===== src/common/ircs_pkg.sv =====
package ircs_pkg;

  localparam int          NUM_TERM_ADV   = 5;
  localparam int          NUM_TERM_STD   = 3;

  localparam logic [1:0]  SRC_KEYPAD     = 2'h0;
  localparam logic [1:0]  SRC_TERM_FR    = 2'h1;
  localparam logic [1:0]  SRC_TERM_RD    = 2'h2;
  localparam logic [1:0]  SRC_SERIAL     = 2'h3;
  localparam logic [1:0]  CMD_SOURCE_RST = 2'h1;

  localparam logic        DIR_FWD        = 1'h0;
  localparam logic        DIR_REV        = 1'h1;
  localparam logic        KEYPAD_DIR_RST = 1'h0;

  localparam logic [1:0]  PREVENT_NONE   = 2'h0;
  localparam logic [1:0]  PREVENT_FWD    = 2'h1;
  localparam logic [1:0]  PREVENT_REV    = 2'h2;
  localparam logic [1:0]  PREVENT_RST    = 2'h0;

  localparam logic        PON_RUN_RST    = 1'h0;
  localparam logic        RESTART_RST    = 1'h0;

  localparam logic [4:0]  FN_RUN         = 5'h00;
  localparam logic [4:0]  FN_DIR         = 5'h01;
  localparam logic [4:0]  FN_MAX         = 5'h1B;
  localparam logic [4:0]  TERM1_FN_RST   = 5'h00;
  localparam logic [4:0]  TERM2_FN_RST   = 5'h01;
  localparam logic [4:0]  TERM3_FN_RST   = 5'h02;
  localparam logic [4:0]  TERM4_FN_RST   = 5'h03;
  localparam logic [4:0]  TERM5_FN_RST   = 5'h04;

  localparam logic [7:0]  STATION_MIN    = 8'h01;
  localparam logic [7:0]  STATION_MAX    = 8'hFA;
  localparam logic [7:0]  STATION_RST    = 8'h01;
  localparam logic        PROTOCOL_RST   = 1'h0;
  localparam logic [2:0]  SPEED_MAX      = 3'h4;
  localparam logic [2:0]  SPEED_RST      = 3'h3;

  typedef logic [NUM_TERM_ADV-1:0][4:0] ircs_fn_array_t;

  typedef struct packed {
    logic [1:0]     cmd_source;
    logic           keypad_direction_sel;
    logic [1:0]     direction_prevent_sel;
    logic           power_on_run_en;
    logic           trip_reset_restart_en;
    ircs_fn_array_t terminal_function_sel;
    logic [7:0]     station_number;
    logic           protocol_sel;
    logic [2:0]     speed_sel;
  } ircs_cfg_t;

  typedef struct packed {
    logic run;
    logic reverse;
  } ircs_req_t;

  typedef enum logic [1:0] {
    ST_IDLE  = 2'b00,
    ST_RUN   = 2'b01,
    ST_DECEL = 2'b10
  } ircs_state_t;

  localparam ircs_cfg_t CFG_RST = '{
    cmd_source:            CMD_SOURCE_RST,
    keypad_direction_sel:  KEYPAD_DIR_RST,
    direction_prevent_sel: PREVENT_RST,
    power_on_run_en:       PON_RUN_RST,
    trip_reset_restart_en: RESTART_RST,
    terminal_function_sel: {TERM5_FN_RST, TERM4_FN_RST, TERM3_FN_RST,
                            TERM2_FN_RST, TERM1_FN_RST},
    station_number:        STATION_RST,
    protocol_sel:          PROTOCOL_RST,
    speed_sel:             SPEED_RST
  };

  function automatic logic dir_blocked(input logic [1:0] prevent,
                                       input logic       reverse);
    dir_blocked = (prevent == PREVENT_FWD && reverse == DIR_FWD) ||
                  (prevent == PREVENT_REV && reverse == DIR_REV);
  endfunction

  function automatic logic cfg_legal(input ircs_cfg_t c,
                                     input logic      adv);
    logic ok;
    ok = 1'b1;
    if (c.cmd_source == SRC_SERIAL && !adv)
      ok = 1'b0;
    if (c.direction_prevent_sel > PREVENT_REV)
      ok = 1'b0;
    for (int i = 0; i < NUM_TERM_ADV; i++) begin
      if (c.terminal_function_sel[i] > FN_MAX)
        ok = 1'b0;
    end
    if (c.station_number < STATION_MIN || c.station_number > STATION_MAX)
      ok = 1'b0;
    if (c.speed_sel > SPEED_MAX)
      ok = 1'b0;
    cfg_legal = ok;
  endfunction

endpackage


===== src/core/ircs_term_decode.sv =====
`timescale 1ns/10ps
`default_nettype none
module ircs_term_decode #(
  parameter int NUM_TERM = ircs_pkg::NUM_TERM_ADV
) (
  input  wire ircs_pkg::ircs_fn_array_t  terminal_function_sel,
  input  wire logic [4:0]                input_terminal,
  output var  ircs_pkg::ircs_req_t       fr_req,
  output var  ircs_pkg::ircs_req_t       rd_req
);

  logic run_role;
  logic dir_role;

  // Terminals beyond the fitted count are never looked at
  always_comb begin
    run_role = 1'b0;
    dir_role = 1'b0;
    for (int i = 0; i < NUM_TERM; i++) begin
      if (terminal_function_sel[i] == ircs_pkg::FN_RUN && input_terminal[i])
        run_role = 1'b1;
      if (terminal_function_sel[i] == ircs_pkg::FN_DIR && input_terminal[i])
        dir_role = 1'b1;
    end
  end

  // Both roles equal means stop in the forward/reverse encoding
  always_comb begin
    fr_req.run     = run_role ^ dir_role;
    fr_req.reverse = dir_role & ~run_role;
    rd_req.run     = run_role;
    rd_req.reverse = dir_role;
  end

endmodule
`default_nettype wire


===== src/core/ircs_run_select.sv =====
// Behaviour
// Source 0: run key starts, stop key ends
// Keypad stop decelerates before ending operation
// Keypad direction applies only with source 0
// Keypad direction stays writable in every source
// Source selector takes 0..3, resets to 1
// Source 1: fwd terminal forward, rev reverse
// Source 1: both on or off means stop
// Terminal functions 0..27; resets 0 and 1
// Three terminals standard, five on advanced
// Source 2: run terminal, forward when direction off
// Source 2: direction terminal on runs reverse
// Source 3 serial, advanced variant only
// Station 1..250, protocol 0..1, speed 0..4
// Prevention: 0 none, 1 forward, 2 reverse
// Power-on run starts on present terminal run
// Reset restart resumes if terminal run held
// Restart on trip reset from terminal or keypad
// Prohibited direction keeps motor stopped
// Otherwise start only on fresh terminal edge
`timescale 1ns/10ps
`default_nettype none
module ircs_run_select #(
  parameter bit ADVANCED_IO = 1'b1
) (
  input  wire logic                  mclk,
  input  wire logic                  srst,
  input  wire logic                  cfg_wr,
  input  wire ircs_pkg::ircs_cfg_t   cfg_wdata,
  output var  ircs_pkg::ircs_cfg_t   cfg_q,
  output logic                       cfg_reject,
  input  wire logic                  power_ready,
  input  wire logic                  keypad_run_key,
  input  wire logic                  keypad_stop_key,
  input  wire logic [4:0]            input_terminal,
  input  wire logic                  trip_event,
  input  wire logic                  trip_reset_term,
  input  wire logic                  serial_valid,
  input  wire logic [7:0]            serial_station,
  input  wire logic                  serial_run,
  input  wire logic                  serial_reverse,
  input  wire logic                  motor_stopped,
  output logic                       run_fwd,
  output logic                       run_rev,
  output logic                       decel_active,
  output logic                       tripped
);

  localparam int NUM_TERM = ADVANCED_IO ? ircs_pkg::NUM_TERM_ADV
                                        : ircs_pkg::NUM_TERM_STD;

  ircs_pkg::ircs_state_t state_q;
  ircs_pkg::ircs_state_t next_state;
  ircs_pkg::ircs_req_t   fr_req;
  ircs_pkg::ircs_req_t   rd_req;
  ircs_pkg::ircs_req_t   term_req;
  ircs_pkg::ircs_req_t   want;
  logic                  next_rev;
  logic                  term_src;
  logic                  keypad_run_q;
  logic                  serial_run_q;
  logic                  serial_rev_q;
  logic                  power_q;
  logic                  power_rise;
  logic                  armed;
  logic                  trip_reset_pulse;
  logic                  blocked;
  logic                  start_ok;

  ircs_term_decode #(
    .NUM_TERM              (NUM_TERM)
  ) u_decode (
    .terminal_function_sel (cfg_q.terminal_function_sel),
    .input_terminal        (input_terminal),
    .fr_req                (fr_req),
    .rd_req                (rd_req)
  );

  // Settings are stored whatever the source is; illegal words are refused
  always_ff @(posedge mclk) begin
    if (srst) begin
      cfg_q      <= ircs_pkg::CFG_RST;
      cfg_reject <= 1'b0;
    end else begin
      cfg_reject <= 1'b0;
      if (cfg_wr) begin
        if (ircs_pkg::cfg_legal(cfg_wdata, ADVANCED_IO)) begin
          cfg_q <= cfg_wdata;
        end else begin
          cfg_reject <= 1'b1;
        end
      end
    end
  end

  always_ff @(posedge mclk) begin
    if (srst) begin
      power_q <= 1'b0;
    end else begin
      power_q <= power_ready;
    end
  end

  assign power_rise = power_ready & ~power_q;

  // STOP/RST doubles as the keypad trip reset; a new trip wins over a reset
  assign trip_reset_pulse = tripped & ~trip_event &
                            (trip_reset_term | keypad_stop_key);

  always_ff @(posedge mclk) begin
    if (srst) begin
      tripped <= 1'b0;
    end else if (trip_event) begin
      tripped <= 1'b1;
    end else if (trip_reset_pulse) begin
      tripped <= 1'b0;
    end
  end

  // Stop has priority over run when both keys land in one cycle, for safety
  always_ff @(posedge mclk) begin
    if (srst) begin
      keypad_run_q <= 1'b0;
    end else if (tripped || cfg_q.cmd_source != ircs_pkg::SRC_KEYPAD) begin
      keypad_run_q <= 1'b0;
    end else if (keypad_stop_key) begin
      keypad_run_q <= 1'b0;
    end else if (keypad_run_key) begin
      keypad_run_q <= 1'b1;
    end
  end

  // Frames for another station are ignored
  always_ff @(posedge mclk) begin
    if (srst) begin
      serial_run_q <= 1'b0;
      serial_rev_q <= ircs_pkg::DIR_FWD;
    end else if (tripped || !ADVANCED_IO ||
                 cfg_q.cmd_source != ircs_pkg::SRC_SERIAL) begin
      serial_run_q <= 1'b0;
      serial_rev_q <= ircs_pkg::DIR_FWD;
    end else if (serial_valid && serial_station == cfg_q.station_number) begin
      serial_run_q <= serial_run;
      serial_rev_q <= serial_reverse;
    end
  end

  assign term_src = cfg_q.cmd_source == ircs_pkg::SRC_TERM_FR ||
                    cfg_q.cmd_source == ircs_pkg::SRC_TERM_RD;

  always_comb begin
    term_req = (cfg_q.cmd_source == ircs_pkg::SRC_TERM_FR) ? fr_req : rd_req;
    unique case (cfg_q.cmd_source)
      ircs_pkg::SRC_KEYPAD: begin
        want.run     = keypad_run_q;
        want.reverse = cfg_q.keypad_direction_sel;
      end
      ircs_pkg::SRC_TERM_FR,
      ircs_pkg::SRC_TERM_RD: begin
        want = term_req;
      end
      ircs_pkg::SRC_SERIAL: begin
        want.run     = serial_run_q;
        want.reverse = serial_rev_q;
      end
    endcase
  end

  // A terminal level is honoured only after it has been seen low, unless
  // power-on run or reset restart hand over the level already present
  always_ff @(posedge mclk) begin
    if (srst || !power_ready) begin
      armed <= 1'b0;
    end else if (power_rise) begin
      armed <= cfg_q.power_on_run_en & term_src;
    end else if (trip_reset_pulse) begin
      armed <= cfg_q.trip_reset_restart_en & term_src;
    end else if (tripped) begin
      armed <= 1'b0;
    end else if (!term_req.run) begin
      armed <= 1'b1;
    end
  end

  assign blocked  = ircs_pkg::dir_blocked(cfg_q.direction_prevent_sel,
                                          want.reverse);
  assign start_ok = power_q & ~tripped & want.run & ~blocked &
                    (armed | ~term_src);

  // A trip drops the command at once; the output stage coasts the motor
  always_comb begin
    next_state = state_q;
    unique case (state_q)
      ircs_pkg::ST_IDLE: begin
        if (start_ok)
          next_state = ircs_pkg::ST_RUN;
      end
      ircs_pkg::ST_RUN: begin
        if (tripped || !power_q)
          next_state = ircs_pkg::ST_IDLE;
        else if (!want.run || blocked)
          next_state = ircs_pkg::ST_DECEL;
      end
      ircs_pkg::ST_DECEL: begin
        if (tripped || !power_q || motor_stopped)
          next_state = ircs_pkg::ST_IDLE;
        else if (start_ok)
          next_state = ircs_pkg::ST_RUN;
      end
      default: next_state = ircs_pkg::ST_IDLE;
    endcase
  end

  // Direction is frozen while ramping down
  always_comb begin
    unique case (next_state)
      ircs_pkg::ST_RUN:   next_rev = want.reverse;
      ircs_pkg::ST_DECEL: next_rev = run_rev;
      default:            next_rev = 1'b0;
    endcase
  end

  always_ff @(posedge mclk) begin
    if (srst) begin
      state_q <= ircs_pkg::ST_IDLE;
    end else begin
      state_q <= next_state;
    end
  end

  always_ff @(posedge mclk) begin
    if (srst) begin
      run_fwd      <= 1'b0;
      run_rev      <= 1'b0;
      decel_active <= 1'b0;
    end else begin
      run_fwd      <= (next_state != ircs_pkg::ST_IDLE) & ~next_rev;
      run_rev      <= (next_state != ircs_pkg::ST_IDLE) & next_rev;
      decel_active <= next_state == ircs_pkg::ST_DECEL;
    end
  end

  a_cfg_reset_vals: assert property (@(posedge mclk)
    $fell(srst) |-> cfg_q.cmd_source == 2'h1 &&
      cfg_q.terminal_function_sel[0] == 5'h00 &&
      cfg_q.terminal_function_sel[1] == 5'h01)
    else $error("selector reset values wrong");

  // Stop clears the run latch first, so the ramp shows one cycle later
  a_keypad_stop_decel: assert property (@(posedge mclk)
    disable iff (srst)
    (cfg_q.cmd_source == ircs_pkg::SRC_KEYPAD && state_q == ircs_pkg::ST_RUN
     && keypad_stop_key && keypad_run_q && !tripped && !trip_event &&
     !blocked && power_q && power_ready && !cfg_wr)
    |=> ##1 decel_active && (run_fwd || run_rev))
    else $error("keypad stop did not decelerate");

  a_keypad_dir_use: assert property (@(posedge mclk) disable iff (srst)
    (next_state == ircs_pkg::ST_RUN &&
     cfg_q.cmd_source == ircs_pkg::SRC_KEYPAD)
    |=> run_rev == $past(cfg_q.keypad_direction_sel))
    else $error("keypad direction not applied");

  a_fr_both_stop: assert property (@(posedge mclk) disable iff (srst)
    (cfg_q.cmd_source == ircs_pkg::SRC_TERM_FR && state_q == ircs_pkg::ST_RUN
     && !tripped && power_q && !cfg_wr && fr_req.run == 1'b0)
    |=> state_q == ircs_pkg::ST_DECEL)
    else $error("equal fwd and rev terminals did not stop");

  a_fr_direction: assert property (@(posedge mclk) disable iff (srst)
    (next_state == ircs_pkg::ST_RUN &&
     cfg_q.cmd_source == ircs_pkg::SRC_TERM_FR)
    |=> run_fwd == !$past(fr_req.reverse) && run_rev == $past(fr_req.reverse))
    else $error("fwd/rev terminal direction wrong");

  a_rd_reverse: assert property (@(posedge mclk) disable iff (srst)
    (next_state == ircs_pkg::ST_RUN &&
     cfg_q.cmd_source == ircs_pkg::SRC_TERM_RD && rd_req.reverse)
    |=> run_rev && !run_fwd)
    else $error("direction terminal did not reverse");

  a_prevent_start: assert property (@(posedge mclk) disable iff (srst)
    (state_q == ircs_pkg::ST_RUN && $past(state_q) != ircs_pkg::ST_RUN)
    |-> !ircs_pkg::dir_blocked($past(cfg_q.direction_prevent_sel), run_rev))
    else $error("started in a prohibited direction");

  a_serial_gate: assert property (@(posedge mclk)
    disable iff (srst)
    $rose(serial_run_q) |-> ADVANCED_IO &&
      $past(serial_station) == $past(cfg_q.station_number))
    else $error("serial run taken from wrong station or variant");

  a_no_restart: assert property (@(posedge mclk) disable iff (srst)
    (trip_reset_pulse && !cfg_q.trip_reset_restart_en && term_src)
    |=> ##1 state_q == ircs_pkg::ST_IDLE)
    else $error("restart without fresh terminal edge");

  a_reset_restart: assert property (@(posedge mclk)
    disable iff (srst)
    (trip_reset_pulse && cfg_q.trip_reset_restart_en && term_src &&
     power_q && power_ready && !cfg_wr)
    ##1 (start_ok && !trip_event) |=> state_q == ircs_pkg::ST_RUN)
    else $error("reset restart did not resume");

  a_power_on_run: assert property (@(posedge mclk)
    disable iff (srst)
    (power_rise && !cfg_q.power_on_run_en) |=> !armed)
    else $error("armed at power-up without power-on run");

endmodule
`default_nettype wire


===== config.mk =====
export PLATFORM = sky130hd
export DESIGN_NAME = ircs_run_select
export DESIGN_NICKNAME = d
export VERILOG_FILES = /design/src/common/ircs_pkg.sv /design/src/core/ircs_term_decode.sv /design/src/core/ircs_run_select.sv
export SDC_FILE = /design/constraint.sdc
export NUM_CORES = 1
export LEC_CHECK = 0
export BUFFER_PORTS_ARGS = -buffer_cell sky130_fd_sc_hd__buf_2
export CAP_MARGIN = 30
export CORE_MARGIN = 3
export CORE_UTILIZATION = 42
export DETAILED_ROUTE_END_ITERATION = 8
export PLACE_DENSITY = 0.76
export SLEW_MARGIN = 20
export SYNTH_ARGS = -nofsm -noshare
export SYNTH_HDL_FRONTEND = slang
export SYNTH_SLANG_ARGS = --single-unit

===== constraint.sdc =====
create_clock -name mclk -period 3.1 [get_ports mclk]
set_clock_uncertainty 0.15 [all_clocks]
set_input_delay 0.465 -clock mclk [delete_from_list [all_inputs] [get_ports mclk]]
set_output_delay 0.465 -clock mclk [all_outputs]
set_load 0.1 [all_outputs]

**Word level (Yosys, flattened, before mapping)**

Index checks and enable logic that the tools add are counted.

- Order comparisons: 9
- Equality and inequality tests: 17
- Multiplexer cells: 35
- Bitwise operators: 24
- Reduce and logical (&&, ||, !) cells: 40

Operators with widths:

| kind | number |
|---|---|
| $mux 1 | 27 |
| $eq 5x1->1 const B | 5 |
| $gt 5x5->1 const B | 5 |
| $logic_not 5->1 | 5 |
| $logic_and 1x1->1 | 13 |
| $and 1x1->1 | 12 |
| $pmux 2 s3 | 2 |
| $eq 2x2->1 const B | 5 |
| $mux 2 | 5 |
| $logic_or 1x1->1 | 9 |
| $not 1->1 | 9 |
| $eq 2x1->1 const B | 4 |
| $eq 8x8->1 | 1 |
| $gt 8x8->1 const B | 1 |
| $lt 8x1->1 const B | 1 |
| $reduce_bool 2->1 | 3 |
| $reduce_or 2->1 | 3 |
| $logic_not 2->1 | 2 |
| $ne 4x2->1 const B | 1 |
| $gt 3x3->1 const B | 1 |
| $logic_not 1->1 | 3 |
| $reduce_or 3->1 | 1 |
| $gt 2x2->1 const B | 1 |
| $ne 2x2->1 const B | 1 |
| other kinds (4) | 5 |

- Register bits: 56
- Input port bits: 69
- Output and inout bits: 49

**Depth between registers and ports, before layout**

Gate-level depths: netlist of run 1.

- Depth after elaboration: 24
- Mapped depth: 13
- Depth with buffers taken out: 13

**Cells and area by module**

A second synthesis of run 1 with hierarchy kept.

- Cells, all modules: 325
- Area, all modules: 2982.9 um2

Modules (own cells, without submodules):

| module | instances | cells each | area an instance (um2) |
|---|---|---|---|
| ircs_run_select | 1 | 299 | 2802.7 |
| ircs_term_decode | 1 | 26 | 180.2 |

**Least setup slack after synthesis of run 1**

OpenSTA, ideal clock, no wires.

- Path kind: register -> register
- Start point: register cfg_q[34] in the netlist's numbering
- End point: register run_rev
- Library setup time: 0.116 ns
- Data arrival time: 3.458 ns
- Required time: 2.834 ns
- Path slack: -0.623 ns
- Stages on the path, launching flop included: 14
- Buffers on the path: 0
- Period minus slack after synthesis: 3.723 ns
- Path through: dfxtp_1 -> nand2b_1 -> nor4_1 -> a221o_1 -> or2_2 -> ha_1 -> nand2_1 -> a31oi_1 -> a31oi_1 -> nor3b_2 -> a211o_1 -> ha_1 -> a22o_1 -> and3_1

- Longest elaborated chain between the ends: 19
- Elaborated cells between the ends (all ways): 31

Ends and longest elaborated chain:

| item | line | source |
|---|---|---|
| start: declaration | ircs_run_select.sv:30 | `output var ircs_pkg::ircs_cfg_t cfg_q,` |
| start signal: assignment | ircs_run_select.sv:82 | `cfg_q <= ircs_pkg::CFG_RST;` |
| start signal: assignment | ircs_run_select.sv:88 | `cfg_q <= cfg_wdata;` |
| $logic_not 5->1 | ircs_term_decode.sv:20 | `if (terminal_function_sel[i] == ircs_pkg::FN_RUN && input_terminal[i])` |
| $logic_and 1x1->1 | ircs_term_decode.sv:20 |  |
| $mux 1 | ircs_term_decode.sv:20 |  |
| $not 1->1 | ircs_term_decode.sv:30 | `fr_req.reverse = dir_role & ~run_role;` |
| $and 1x1->1 | ircs_term_decode.sv:30 |  |
| $mux 2 * | ircs_run_select.sv:152 | `term_req = (cfg_q.cmd_source == ircs_pkg::SRC_TERM_FR) ? fr_req : rd_req;` |
| $pmux 2 s3 * | ircs_run_select.sv:153 | `unique case (cfg_q.cmd_source)` |
| $not 1->1 | ircs_pkg.sv:80 | `dir_blocked = (prevent == PREVENT_FWD && reverse == DIR_FWD) \|\|` |
| [... 2 more ...] | n/a |  |
| $not 1->1 | ircs_run_select.sv:187 | `assign start_ok = power_q & ~tripped & want.run & ~blocked &` |
| $and 1x1->1 (2 in series) | ircs_run_select.sv:187 |  |
| $mux 2 | ircs_run_select.sv:195, ircs_run_select.sv:207 |  |
| $mux 2 | ircs_run_select.sv:205 | `if (tripped \|\| !power_q \|\| motor_stopped)` |
| $pmux 2 s3 | ircs_run_select.sv:193 | `unique case (state_q)` |
| $eq 2x2->1 or $eq 2x1->1 (tied branches) | ircs_run_select.sv:216 | `unique case (next_state)` |
| $pmux 1 s2 | ircs_run_select.sv:216 |  |
| $and 1x1->1 * | ircs_run_select.sv:238 | `run_rev <= (next_state != ircs_pkg::ST_IDLE) & next_rev;` |
| end signal: assignment | ircs_run_select.sv:238 |  |
| end: declaration | ircs_run_select.sv:44 | `output logic run_rev,` |

Mark *: on every way between the ends. The rest lies on a longest branch, timed or not.
A chain may end at the register's enable or synchronous reset.

**Worst setup path in the final report of run 1**

- Start point: register cfg_q[28] in the netlist's numbering
- End point: register run_rev

- Longest elaborated chain between the ends: 20
- Elaborated cells between the ends (all ways): 33

Ends and longest elaborated chain:

| item | line |
|---|---|
| $logic_not 5->1 | ircs_term_decode.sv:20 |
| $logic_and 1x1->1 | ircs_term_decode.sv:20 |
| $mux 1 (2 in series) | ircs_term_decode.sv:20 |
| $not 1->1 | ircs_term_decode.sv:30 |
| $and 1x1->1 | ircs_term_decode.sv:30 |
| $mux 2 * | ircs_run_select.sv:152 |
| $pmux 2 s3 * | ircs_run_select.sv:153 |
| $not 1->1 | ircs_pkg.sv:80 |
| [... 2 more ...] | n/a |
| $not 1->1 | ircs_run_select.sv:187 |
| $and 1x1->1 (2 in series) | ircs_run_select.sv:187 |
| $mux 2 | ircs_run_select.sv:195, ircs_run_select.sv:207 |
| $mux 2 | ircs_run_select.sv:205 |
| $pmux 2 s3 | ircs_run_select.sv:193 |
| $eq 2x2->1 or $eq 2x1->1 (tied branches) | ircs_run_select.sv:216 |
| $pmux 1 s2 | ircs_run_select.sv:216 |
| $and 1x1->1 * | ircs_run_select.sv:238 |

Marked as above.

==> impl_metrics.ini, run 1 <==
[run_status]
status = finished, violations left
violations = negative setup slack

[routing]
wl_per_cell_um = 14.4
drt_iter0_markers = 88
ant_nets = 0
wl_um = 7010
vias = 2511
drc = 0
first_pass_iters = 4
via_per_inst = 5.15

[power]
p_leak_uw = 0.00182
p_per_area_nw_per_um2 = 462
switching_share_pct = 36.5
vdd_drop_max_mv = 0.246
power_frac_comb_pct = 30.7
p_switching_uw = 612
clkPwrFrac_pct = 23.7
seqPwrFrac_pct = 45.6
power.total_uw = 1680
p_int_uw = 1070

[cts]
cts.clk_slew.worst_paths_ns = 0.10
cts_buffers = 5
h-tree-depth = 2
clock_latency_ns = 0.31
root_buffer = clkbuf_8
cts_hold_buf = 0
cts_buffer_depth = 2
cts_tree = yes
cts_sinks = 56

[global_routing]
grtUsageTotal_pct = 19.0
grt_pass1_wl_um = 11300
antenna_found_initial = 0
grt_max_degree = 49
grt_pass1_vias = 2522
overflow = 0

[placement]
placed_area_um2 = 3420
gp_congestion = 0.856
hpwl_um = 5300
port_buffers = 117
preCtsSetupSlack_ns = -0.269

[cells_and_area]
nFillCells = 528
fin_nets = 489
fin_area_um2 = 3630
layout-drive-gt1-share_pct = 46.0
multi_input_area_um2 = 1520
syn2layout_area_growth_pct = 38.1
seq_area_um2 = 1200
antennaDiodeCount = 0

[critical_path]
slowest_stage = or4b_4
max_stage_delay_ns = 0.56
start_kind = flip-flop
arrival_ns = 3.25
cp_top_family = simple AND/OR/NAND/NOR gates
cp.buffers_inverters = 0
cp-end-kind = flip-flop
cp_common_cell = a31oi_1
worst_ep_required_time_ns = 3.15
crit_type = reg2reg
crit_path_max_fanout = 3
crit_chain = or4b_4 > nor3_4 > a21oi_2 > and2_4 > ha_4 > nand2_4 > a31oi_1 > a31oi_1 > nor3b_4 > a211o_1 > ha_2 > a22o_1 > and3_1

[synth]
synth_area_um2 = 2630
synth_nets = 363
synth-warning-count = 0
synth-main-ff-cell = dfxtp_1
synth.avg_cell_area_um2 = 9.19
ys_seq_area_share_pct = 42.6
synth-edff-count = 0
async_reset_ff_share_pct = 0
syn_inst = 286
synth_cell_types = 47
ys_ff_latch = 56

[die]
dieHeight_um = 85.1
die-area_um2 = 7240
fp.dieW_um = 85.1
io-pin-count = 118
initial_core_util_pct = 43.9
core_area_um2 = 5990
rows = 28

[timing]
rsz0062_at_grt = yes
period_share_pct = 103
timing.final.ws_setup_ns = -0.0928
finalMaxSlewViolations = 0
setup-tns-final_ns = -0.0984
setup_viol = 2
slew_headroom_pct = 60.0
worstMarginPinSlew_ns = 0.595
clock.fmax_mhz = 313
finalHoldViolCount = 0
period_needed_ns = 3.19
fin_hold_ws_ns = 0.189

[worst_hold_path]
hold_path.class = in2reg

[flow_run]
drv_cap = 0
final timing paths:
check / slack, ns / depth (start not counted) / endpoint / from
min: 0.19 / 2 / keypad_run_q / keypad_stop_key
max: -0.09 / 13 / run_rev / cfg_q[28]
min reg2reg: 0.33 / 1 / armed / power_q
max reg2reg: -0.09 / 13 / run_rev / cfg_q[28]
cells in the final DEF (no fill, tap or decap), drive strengths merged, types with 7 or more instances in the layout:
| cell type | n |
|---|---|
| a21oi | 14 |
| inv | 8 |
| ha | 8 |
| nor2 | 57 |
| dfxtp | 56 |
| xor2 | 7 |
| nand2 | 8 |
| mux2i | 38 |
| nand2b | 7 |
| buf | 132 |
| nand3 | 9 |
| nor3 | 14 |
power by group through the flow:
stage | clock network, uW | registers, uW | logic (uW)
floorplan | 0 | 970 | 154
global route | 445 | 770 | 544
global placement | 0 | 780 | 464
finish | 398 | 765 | 514
detailed placement | 0 | 781 | 470
CTS | 414 | 765 | 495
cells by family after synthesis:
| group | after synthesis | share of synthesized area, % |
|---|---|---|
| adder cells (fa/ha/maj) | 8 | 3.81 |
| XOR/XNOR | 8 | 2.67 |
| multiplexers | 38 | 14.5 |
| AND/OR/NAND/NOR | 118 | 22.3 |
| buffers and inverters | 21 | 4.33 |
| flip-flops | 56 | 42.6 |
| AO/OA/AOI/OAI | 37 | 9.81 |
stage by stage:
stage | utilization [%] | cells
after detailed placement | 57.0 | 477
after floorplan | - | 286
after global placement | 57.0 | 477
after global routing | 60.6 | 488
after CTS | 59.6 | 487
final | 60.6 | 488
cells in the mapped netlist (2+ instances only):
| cell type | number | area share [%] |
|---|---|---|
| a211oi_1 | 2 | 0.57 |
| a21oi_1 | 14 | 2.7 |
| a31oi_1 | 2 | 0.48 |
| buf_6 | 4 | 1.7 |
| clkbuf_1 | 7 | 1.0 |
| dfxtp_1 | 56 | 43 |
| ha_1 | 8 | 3.8 |
| inv_1 | 8 | 1.1 |
| mux2i_1 | 38 | 14 |
| nand2_1 | 8 | 1.1 |
| nand2b_1 | 7 | 1.7 |
| nand3_1 | 9 | 1.7 |
| nor2_1 | 57 | 8.1 |
| nor2b_1 | 3 | 0.71 |
| nor3_1 | 14 | 2.7 |
| nor4_1 | 5 | 1.2 |
| o21ai_0 | 5 | 0.95 |
| or2_2 | 2 | 0.48 |
| or4_1 | 2 | 0.57 |
| or4b_1 | 2 | 0.76 |
| xor2_1 | 7 | 2.3 |
flip-flops by register name, indices dropped and copies added, names as in the netlist:
signal / cells
cfg_q: 44
state_q: 2
armed: 1
cfg_reject: 1
decel_active: 1
keypad_run_q: 1
power_q: 1
run_fwd: 1
run_rev: 1
serial_rev_q: 1
serial_run_q: 1
tripped: 1
routing by layer:
metal | up-vias | share of wire (%) | track usage, % | routed length (um)
met4 | 0 | 0.93 | 6.04 | 65
met5 | - | 0 | 0 | 0
li1 | 1255 | - | - | -
met2 | 78 | 50 | 31.7 | 3480
met1 | 1174 | 42 | 23.3 | 2970
met3 | 4 | 7.0 | 5.92 | 491
final cells by class:
cell class	count	share of cell area (%)
clock buffer	5	1.90
inverter	8	0.827
timing repair buffer	132	19.2
multi-input combinational	209	41.9
clock inverter	3	0.517
sequential	56	33.0
tap	75	2.59
worst reg2reg max path: stages (launching register included):
cell	delay, ns
dfxtp_4	0.36
or4b_4	0.56
nor3_4	0.20
a21oi_2	0.05
and2_4	0.18
ha_4	0.27
nand2_4	0.04
a31oi_1	0.17
a31oi_1	0.08
nor3b_4	0.19
a211o_1	0.30
ha_2	0.18
a22o_1	0.19
and3_1	0.18
what timing repair did:
item / in CTS / in global routing
setup buffers: 2 / 1
pin swaps: 0 / 6
resized for setup: 8 / 10
setup endpoints to repair: 2 / 3
cloned: 0 / 0
endpoints found under the hold margin: 0 / 0
Power figures use the tool's default switching activity.
==> inputs of run 2 (changes only) <==
Clock period 3.1 ns to 2.8 ns, I/O delays scaled along.
==> run 2 against run 1 <==
  * The flow still finishes with violations (negative setup slack)
  * First-iteration DRC count decreased by 11%
  * Worst hold slack got worse by 0.051 ns
  * Critical path depth unchanged
  * Die area unchanged
  * Global-route usage increased by 1.0 points
==> impl_metrics.ini, run 2 (same netlist as run 1, synthesis figures left out) <==
[power]
p_per_area_nw_per_um2 = 497
p_leak_uw = 0.00194
vdd_drop_max_mv = 0.270

[routing]
drc = 0
ant_nets = 0
vias = 2556
first_pass_iters = 4
via_per_inst = 5.02
wl_per_cell_um = 14.4
wl_um = 7340
drt_iter0_markers = 78

[cts]
clock_latency_ns = 0.31
root_buffer = clkbuf_8
cts.clk_slew.worst_paths_ns = 0.10
cts_buffer_depth = 2
cts_hold_buf = 0
h-tree-depth = 2
cts_tree = yes
cts_buffers = 5
cts_sinks = 56

[global_routing]
antenna_found_initial = 0
grt_pass1_wl_um = 11900
grt_pass1_vias = 2567
grtUsageTotal_pct = 20.0
grt_max_degree = 41
overflow = 0

[cells_and_area]
fin_nets = 510
antennaDiodeCount = 0
fin_area_um2 = 3850
top_regs = cfg_q x44, state_q x2
layout_common_cells = buf_2, nor2_1, mux2i_1
final_common_cell = buf_2
final_cells = 509
largest-register = cfg_q
layout-drive-gt1-share_pct = 50.2
nFillCells = 509
largest_reg_flops = 44
syn2layout_area_growth_pct = 46.6

[timing]
clock.fmax_mhz = 316
setup_viol = 3
period_share_pct = 113
finalHoldViolCount = 0
rsz0062_at_grt = yes
period_needed_ns = 3.17
finalMaxSlewViolations = 0
slew_headroom_pct = 61.8
timing.final.ws_setup_ns = -0.369
worstMarginPinSlew_ns = 0.568

[worst_hold_path]
hold_path.class = in2reg

[placement]
dp.cells = 491
placed_area_um2 = 3520
gp_congestion = 0.887
hpwl_um = 5510
port_buffers = 117

[die]
die-area_um2 = 7240
core_area_um2 = 5990
fp.dieW_um = 85.1
io-pin-count = 118
dieHeight_um = 85.1
initial_core_util_pct = 43.9
rows = 28

[critical_path]
crit_path_max_fanout = 3
r2r_slack_ns = -0.37
worst_ep_required_time_ns = 2.86
crit_type = reg2reg
start_kind = flip-flop
cp-end-kind = flip-flop
arrival_ns = 3.23

[run_status]
violations = negative setup slack
status = finished, violations left

[flow_run]
drv_cap = 0
[run 2: cell types whose count changed in the layout (fill, tap and decap cells not counted), sizes merged]
cell	previous run	this run
buf	132	153
clkinv	1	2
clkinvlp	2	0
inv	8	9
[run 2: repair_timing]
item                       4_1_cts  5_1_grt
setup buffers                    8        4
resized for setup               15       14
pin swaps                        5        3
setup endpoints to repair        4        4
[run 2: where the power goes]
group | internal, uW | switching [uW] | total [uW] | leakage [uW]
logic | 215 | 400 | 615 | 0.00143
registers | 819 | 25.9 | 845 | 0.000468
clock network | 180 | 274 | 454 | 0.0000485
total | 1210 | 701 | 1910 | 0.00194
[run 2: worst paths after layout]
path	startpoint	to	cells past startpoint
min	keypad_stop_key	keypad_run_q	2
min reg2reg	power_q	armed	1
max	cfg_q[16]	run_rev	13
max reg2reg	cfg_q[16]	run_rev	13
[run 2: critical path, stage by stage (launching register included)]
cell and delay, ns:
dfxtp_4 0.35, or4b_4 0.58, nor3_4 0.16, a211oi_2 0.06, and2_4 0.16, ha_4 0.27, nand2_4 0.05, a31oi_4 0.17
a31oi_2 0.07, nor3b_4 0.18, a211o_1 0.31, ha_2 0.18, a22o_1 0.20, and3_1 0.18
[run 2: final cells by class]
| cell class | count | area (um2) | area share [%] |
|---|---|---|---|
| clock buffer | 5 | 68.8 | 1.79 |
| clock inverter | 3 | 22.5 | 0.584 |
| inverter | 8 | 30.0 | 0.779 |
| multi-input combinational | 209 | 1580 | 40.9 |
| sequential | 56 | 1200 | 31.1 |
| tap | 75 | 93.8 | 2.44 |
| timing repair buffer | 153 | 863 | 22.4 |
[run 2: stage by stage]
| stage | setup slack [ns] | total power, uW | setup TNS, ns | util [%] | hold slack [ns] |
|---|---|---|---|---|---|
| detailed placement | -0.470 | 1390 | -1.19 | 58.8 | 0.300 |
| CTS | -0.305 | 1890 | -0.538 | 62.8 | 0.134 |
| floorplan | -0.317 | 1240 | -0.621 | - | 0.274 |
| global route | -0.450 | 2000 | -0.992 | 64.3 | 0.145 |
| finish | -0.369 | 1910 | -0.710 | 64.3 | 0.138 |
| global placement | -0.345 | 1380 | -0.750 | 58.8 | 0.310 |
[run 2: per-layer routing]
layer  vias to the layer above  share of wire [%]  GRT usage, %
met2                        78                 51          35.0
met3                        11                6.1          4.17
li1                       1290                  -             -
met4                         0                1.9          6.76
met5                         -                  0             0
met1                      1177                 41          24.3
==> inputs of run 3 (changes only) <==
Settings changed: ABC_AREA from default to 1, CORE_ASPECT_RATIO from default to 1.25, CORE_UTILIZATION 42 to 43, PLACE_DENSITY 0.76 to 0.78.
==> run 3 against run 2 <==
  * The run now ends clean
  * Maximum frequency up 23%
  * Largest cell class unchanged
  * Count of clock-buffer cells in the layout increased by 1
  * Largest power group unchanged
  * Via count is 9.1% higher
  * Global-route usage is 0.60 points higher
  * Register-to-register slack better by 0.59 ns
  * Highest routed layer unchanged
  * Critical endpoint is now run_fwd
==> impl_metrics.ini, run 3 <==
[critical_path]
cp-end-kind = flip-flop
cp_common_cell = nand2_1
crit_path_max_fanout = 3
slowest_stage = dfxtp_2
r2r_slack_ns = 0.22
arrival_ns = 2.68
r2r_end = run_fwd
start_kind = flip-flop
crit_chain = nor2_1 > nand3_1 > nor2_1 > nor2_1 > nand2_1 > inv_1 > ha_1 > o21a_1 > nand2_1 > nand2_1 > nand2_1 > nand2_1 > nand3_1 > nand2_1 > nand2_1 > inv_1 > ha_1 > or2_2 > a21oi_2
r2r_start = cfg_q[15]
crit_type = reg2reg
crit_start = cfg_q[15]
max_stage_delay_ns = 0.34
worst_ep_required_time_ns = 2.90
rr_worst_depth = 19

[cts]
cts.clk_slew.worst_paths_ns = 0.10
root_buffer = clkbuf_8
clock_latency_ns = 0.30
cts_tree = yes
cts_buffer_depth = 2
cts_setup_buffers = 0
cts_sinks = 56
h-tree-depth = 2
cts_buffers = 5

[routing]
drt_iter0_markers = 110
drc = 0
vias = 2788
ant_nets = 0
via_per_inst = 4.80
wl_per_cell_um = 12.3
wl_um = 7170
first_pass_iters = 4

[synth]
synth.most_common_cell = nor2_1
synth-main-ff-cell = dfxtp_1
synth_top_area_cell = dfxtp_1
synth.top_cell.area_share_pct = 42.1
synth-warning-count = 0
synth_area_um2 = 2660
synth-edff-count = 0
ys_ff_latch = 56
synth_common_cells = nor2_1, dfxtp_1, nand2_1, inv_1, nand3_1
synth_cell_types = 28
ys_top_cells_by_area = dfxtp_1, nor2_1, nand2_1
syn_inst = 384
ys_seq_area_share_pct = 42.1
synth.avg_cell_area_um2 = 6.93
async_reset_ff_share_pct = 0
synth_nets = 461

[global_routing]
antenna_found_initial = 0
overflow = 0
grt_pass1_vias = 2828
grt_max_degree = 38
grtUsageTotal_pct = 20.6
grt_pass1_wl_um = 12200

[timing]
setup-tns-final_ns = 0
finalMaxSlewViolations = 0
worstMarginPinSlew_ns = 0.471
slew_headroom_pct = 67.8
setup_viol = 0
period_needed_ns = 2.58
period_share_pct = 92.2
rsz0062_at_grt = no
finalHoldViolCount = 0
clock.fmax_mhz = 388
fin_hold_ws_ns = 0.138

[cells_and_area]
multi_input_area_um2 = 1300
fin_nets = 575
largest-register = cfg_q
syn2layout_area_growth_pct = 29.0
final_common_cell = buf_2
seq_area_um2 = 1150
top_regs = cfg_q x44, state_q x2
final_cells = 581
antennaDiodeCount = 0
nFillCells = 570
largest_reg_flops = 44
layout_common_cells = buf_2, nor2_1, nand2_1
layout-drive-gt1-share_pct = 32.7

[die]
dieHeight_um = 94.0
io-pin-count = 118
die-area_um2 = 7170
core_area_um2 = 5900
initial_core_util_pct = 45.1
rows = 31
fp.dieW_um = 76.4

[worst_hold_path]
worstHoldStart = keypad_stop_key
holdPathStages = 2
hold_path.class = in2reg
hold_end = keypad_run_q

[power]
vdd_drop_max_mv = 0.289
p_leak_uw = 0.00180
p_per_area_nw_per_um2 = 599

[placement]
dp.cells = 573
hpwl_um = 5610
gp_congestion = 0.853
port_buffers = 117

[run_status]
status = finished clean

[flow_run]
drv_cap = 0
-- run 3: layout make-up --
cell class                 instances  area share (%)
sequential                        56            33.6
inverter                          40            4.37
clock buffer                       6            2.11
clock inverter                     2            1.02
multi-input combinational        274            38.0
timing repair buffer             121            17.9
tap                               82            2.99
-- run 3: how the worst max path moves through the flow --
| stage | end | slack [ns] | cells past startpoint |
|---|---|---|---|
| 6_report | run_fwd | 0.22 | 19 |
| 5_1_grt | run_fwd | 0.04 | 19 |
| 4_1_cts | run_fwd | 0.16 | 19 |
| 3_5_place_dp | run_fwd | 0.08 | 21 |
| 3_3_place_gp | run_fwd | 0.19 | 21 |
| 2_1_floorplan | run_fwd | 0.009 | 12 |
-- run 3: critical path: cells and delay by family (launching register included) --
family | cells | cell delay (ns)
AND/OR/NAND/NOR | 13 | 1.31
adder cells (fa/ha/maj) | 2 | 0.35
flip-flops | 1 | 0.34
AO/OA/AOI/OAI | 2 | 0.29
buffers and inverters | 2 | 0.10
-- run 3: repair_timing --
action,4_1_cts,5_1_grt
gates resized for setup,0,3
hold buffers,0,0
setup endpoints to repair,0,1
-- run 3: metal layers --
layer  track usage [%]  vias to the layer above  share of wire, %
met5                 0                        -                 0
met4              7.10                        0               1.6
met3              4.61                       10               6.0
met2              37.6                       82                51
met1              23.6                     1241                42
li1                  -                     1455                 -
-- run 3: per-stage QoR --
| stage | total power, uW | utilization, % | cell area [um2] | setup WS (ns) |
|---|---|---|---|---|
| after floorplan | 1420 | - | 2690 | 0.00886 |
| after global placement | 1550 | 56.2 | 3320 | 0.190 |
| after detailed placement | 1560 | 56.2 | 3320 | 0.0821 |
| after CTS | 2070 | 58.1 | 3420 | 0.164 |
| after global routing | 2150 | 58.2 | 3430 | 0.0366 |
| final | 2060 | 58.2 | 3430 | 0.219 |
-- run 3: kinds of logic after synthesis --
kind of cell / Yosys count / share of synthesized area (%)
XOR/XNOR: 3 / 0.987
AND/OR/NAND/NOR: 201 / 31.5
adder cells (fa/ha/maj): 8 / 3.76
buffers and inverters: 54 / 9.26
flip-flops: 56 / 42.1
AO/OA/AOI/OAI: 62 / 12.4
-- run 3: power breakdown --
group | switching (uW) | leakage (uW) | internal, uW
combinational | 508 | 0.00128 | 145
sequential | 38.0 | 0.000465 | 850
clock | 251 | 0.0000552 | 266
total | 797 | 0.00180 | 1260
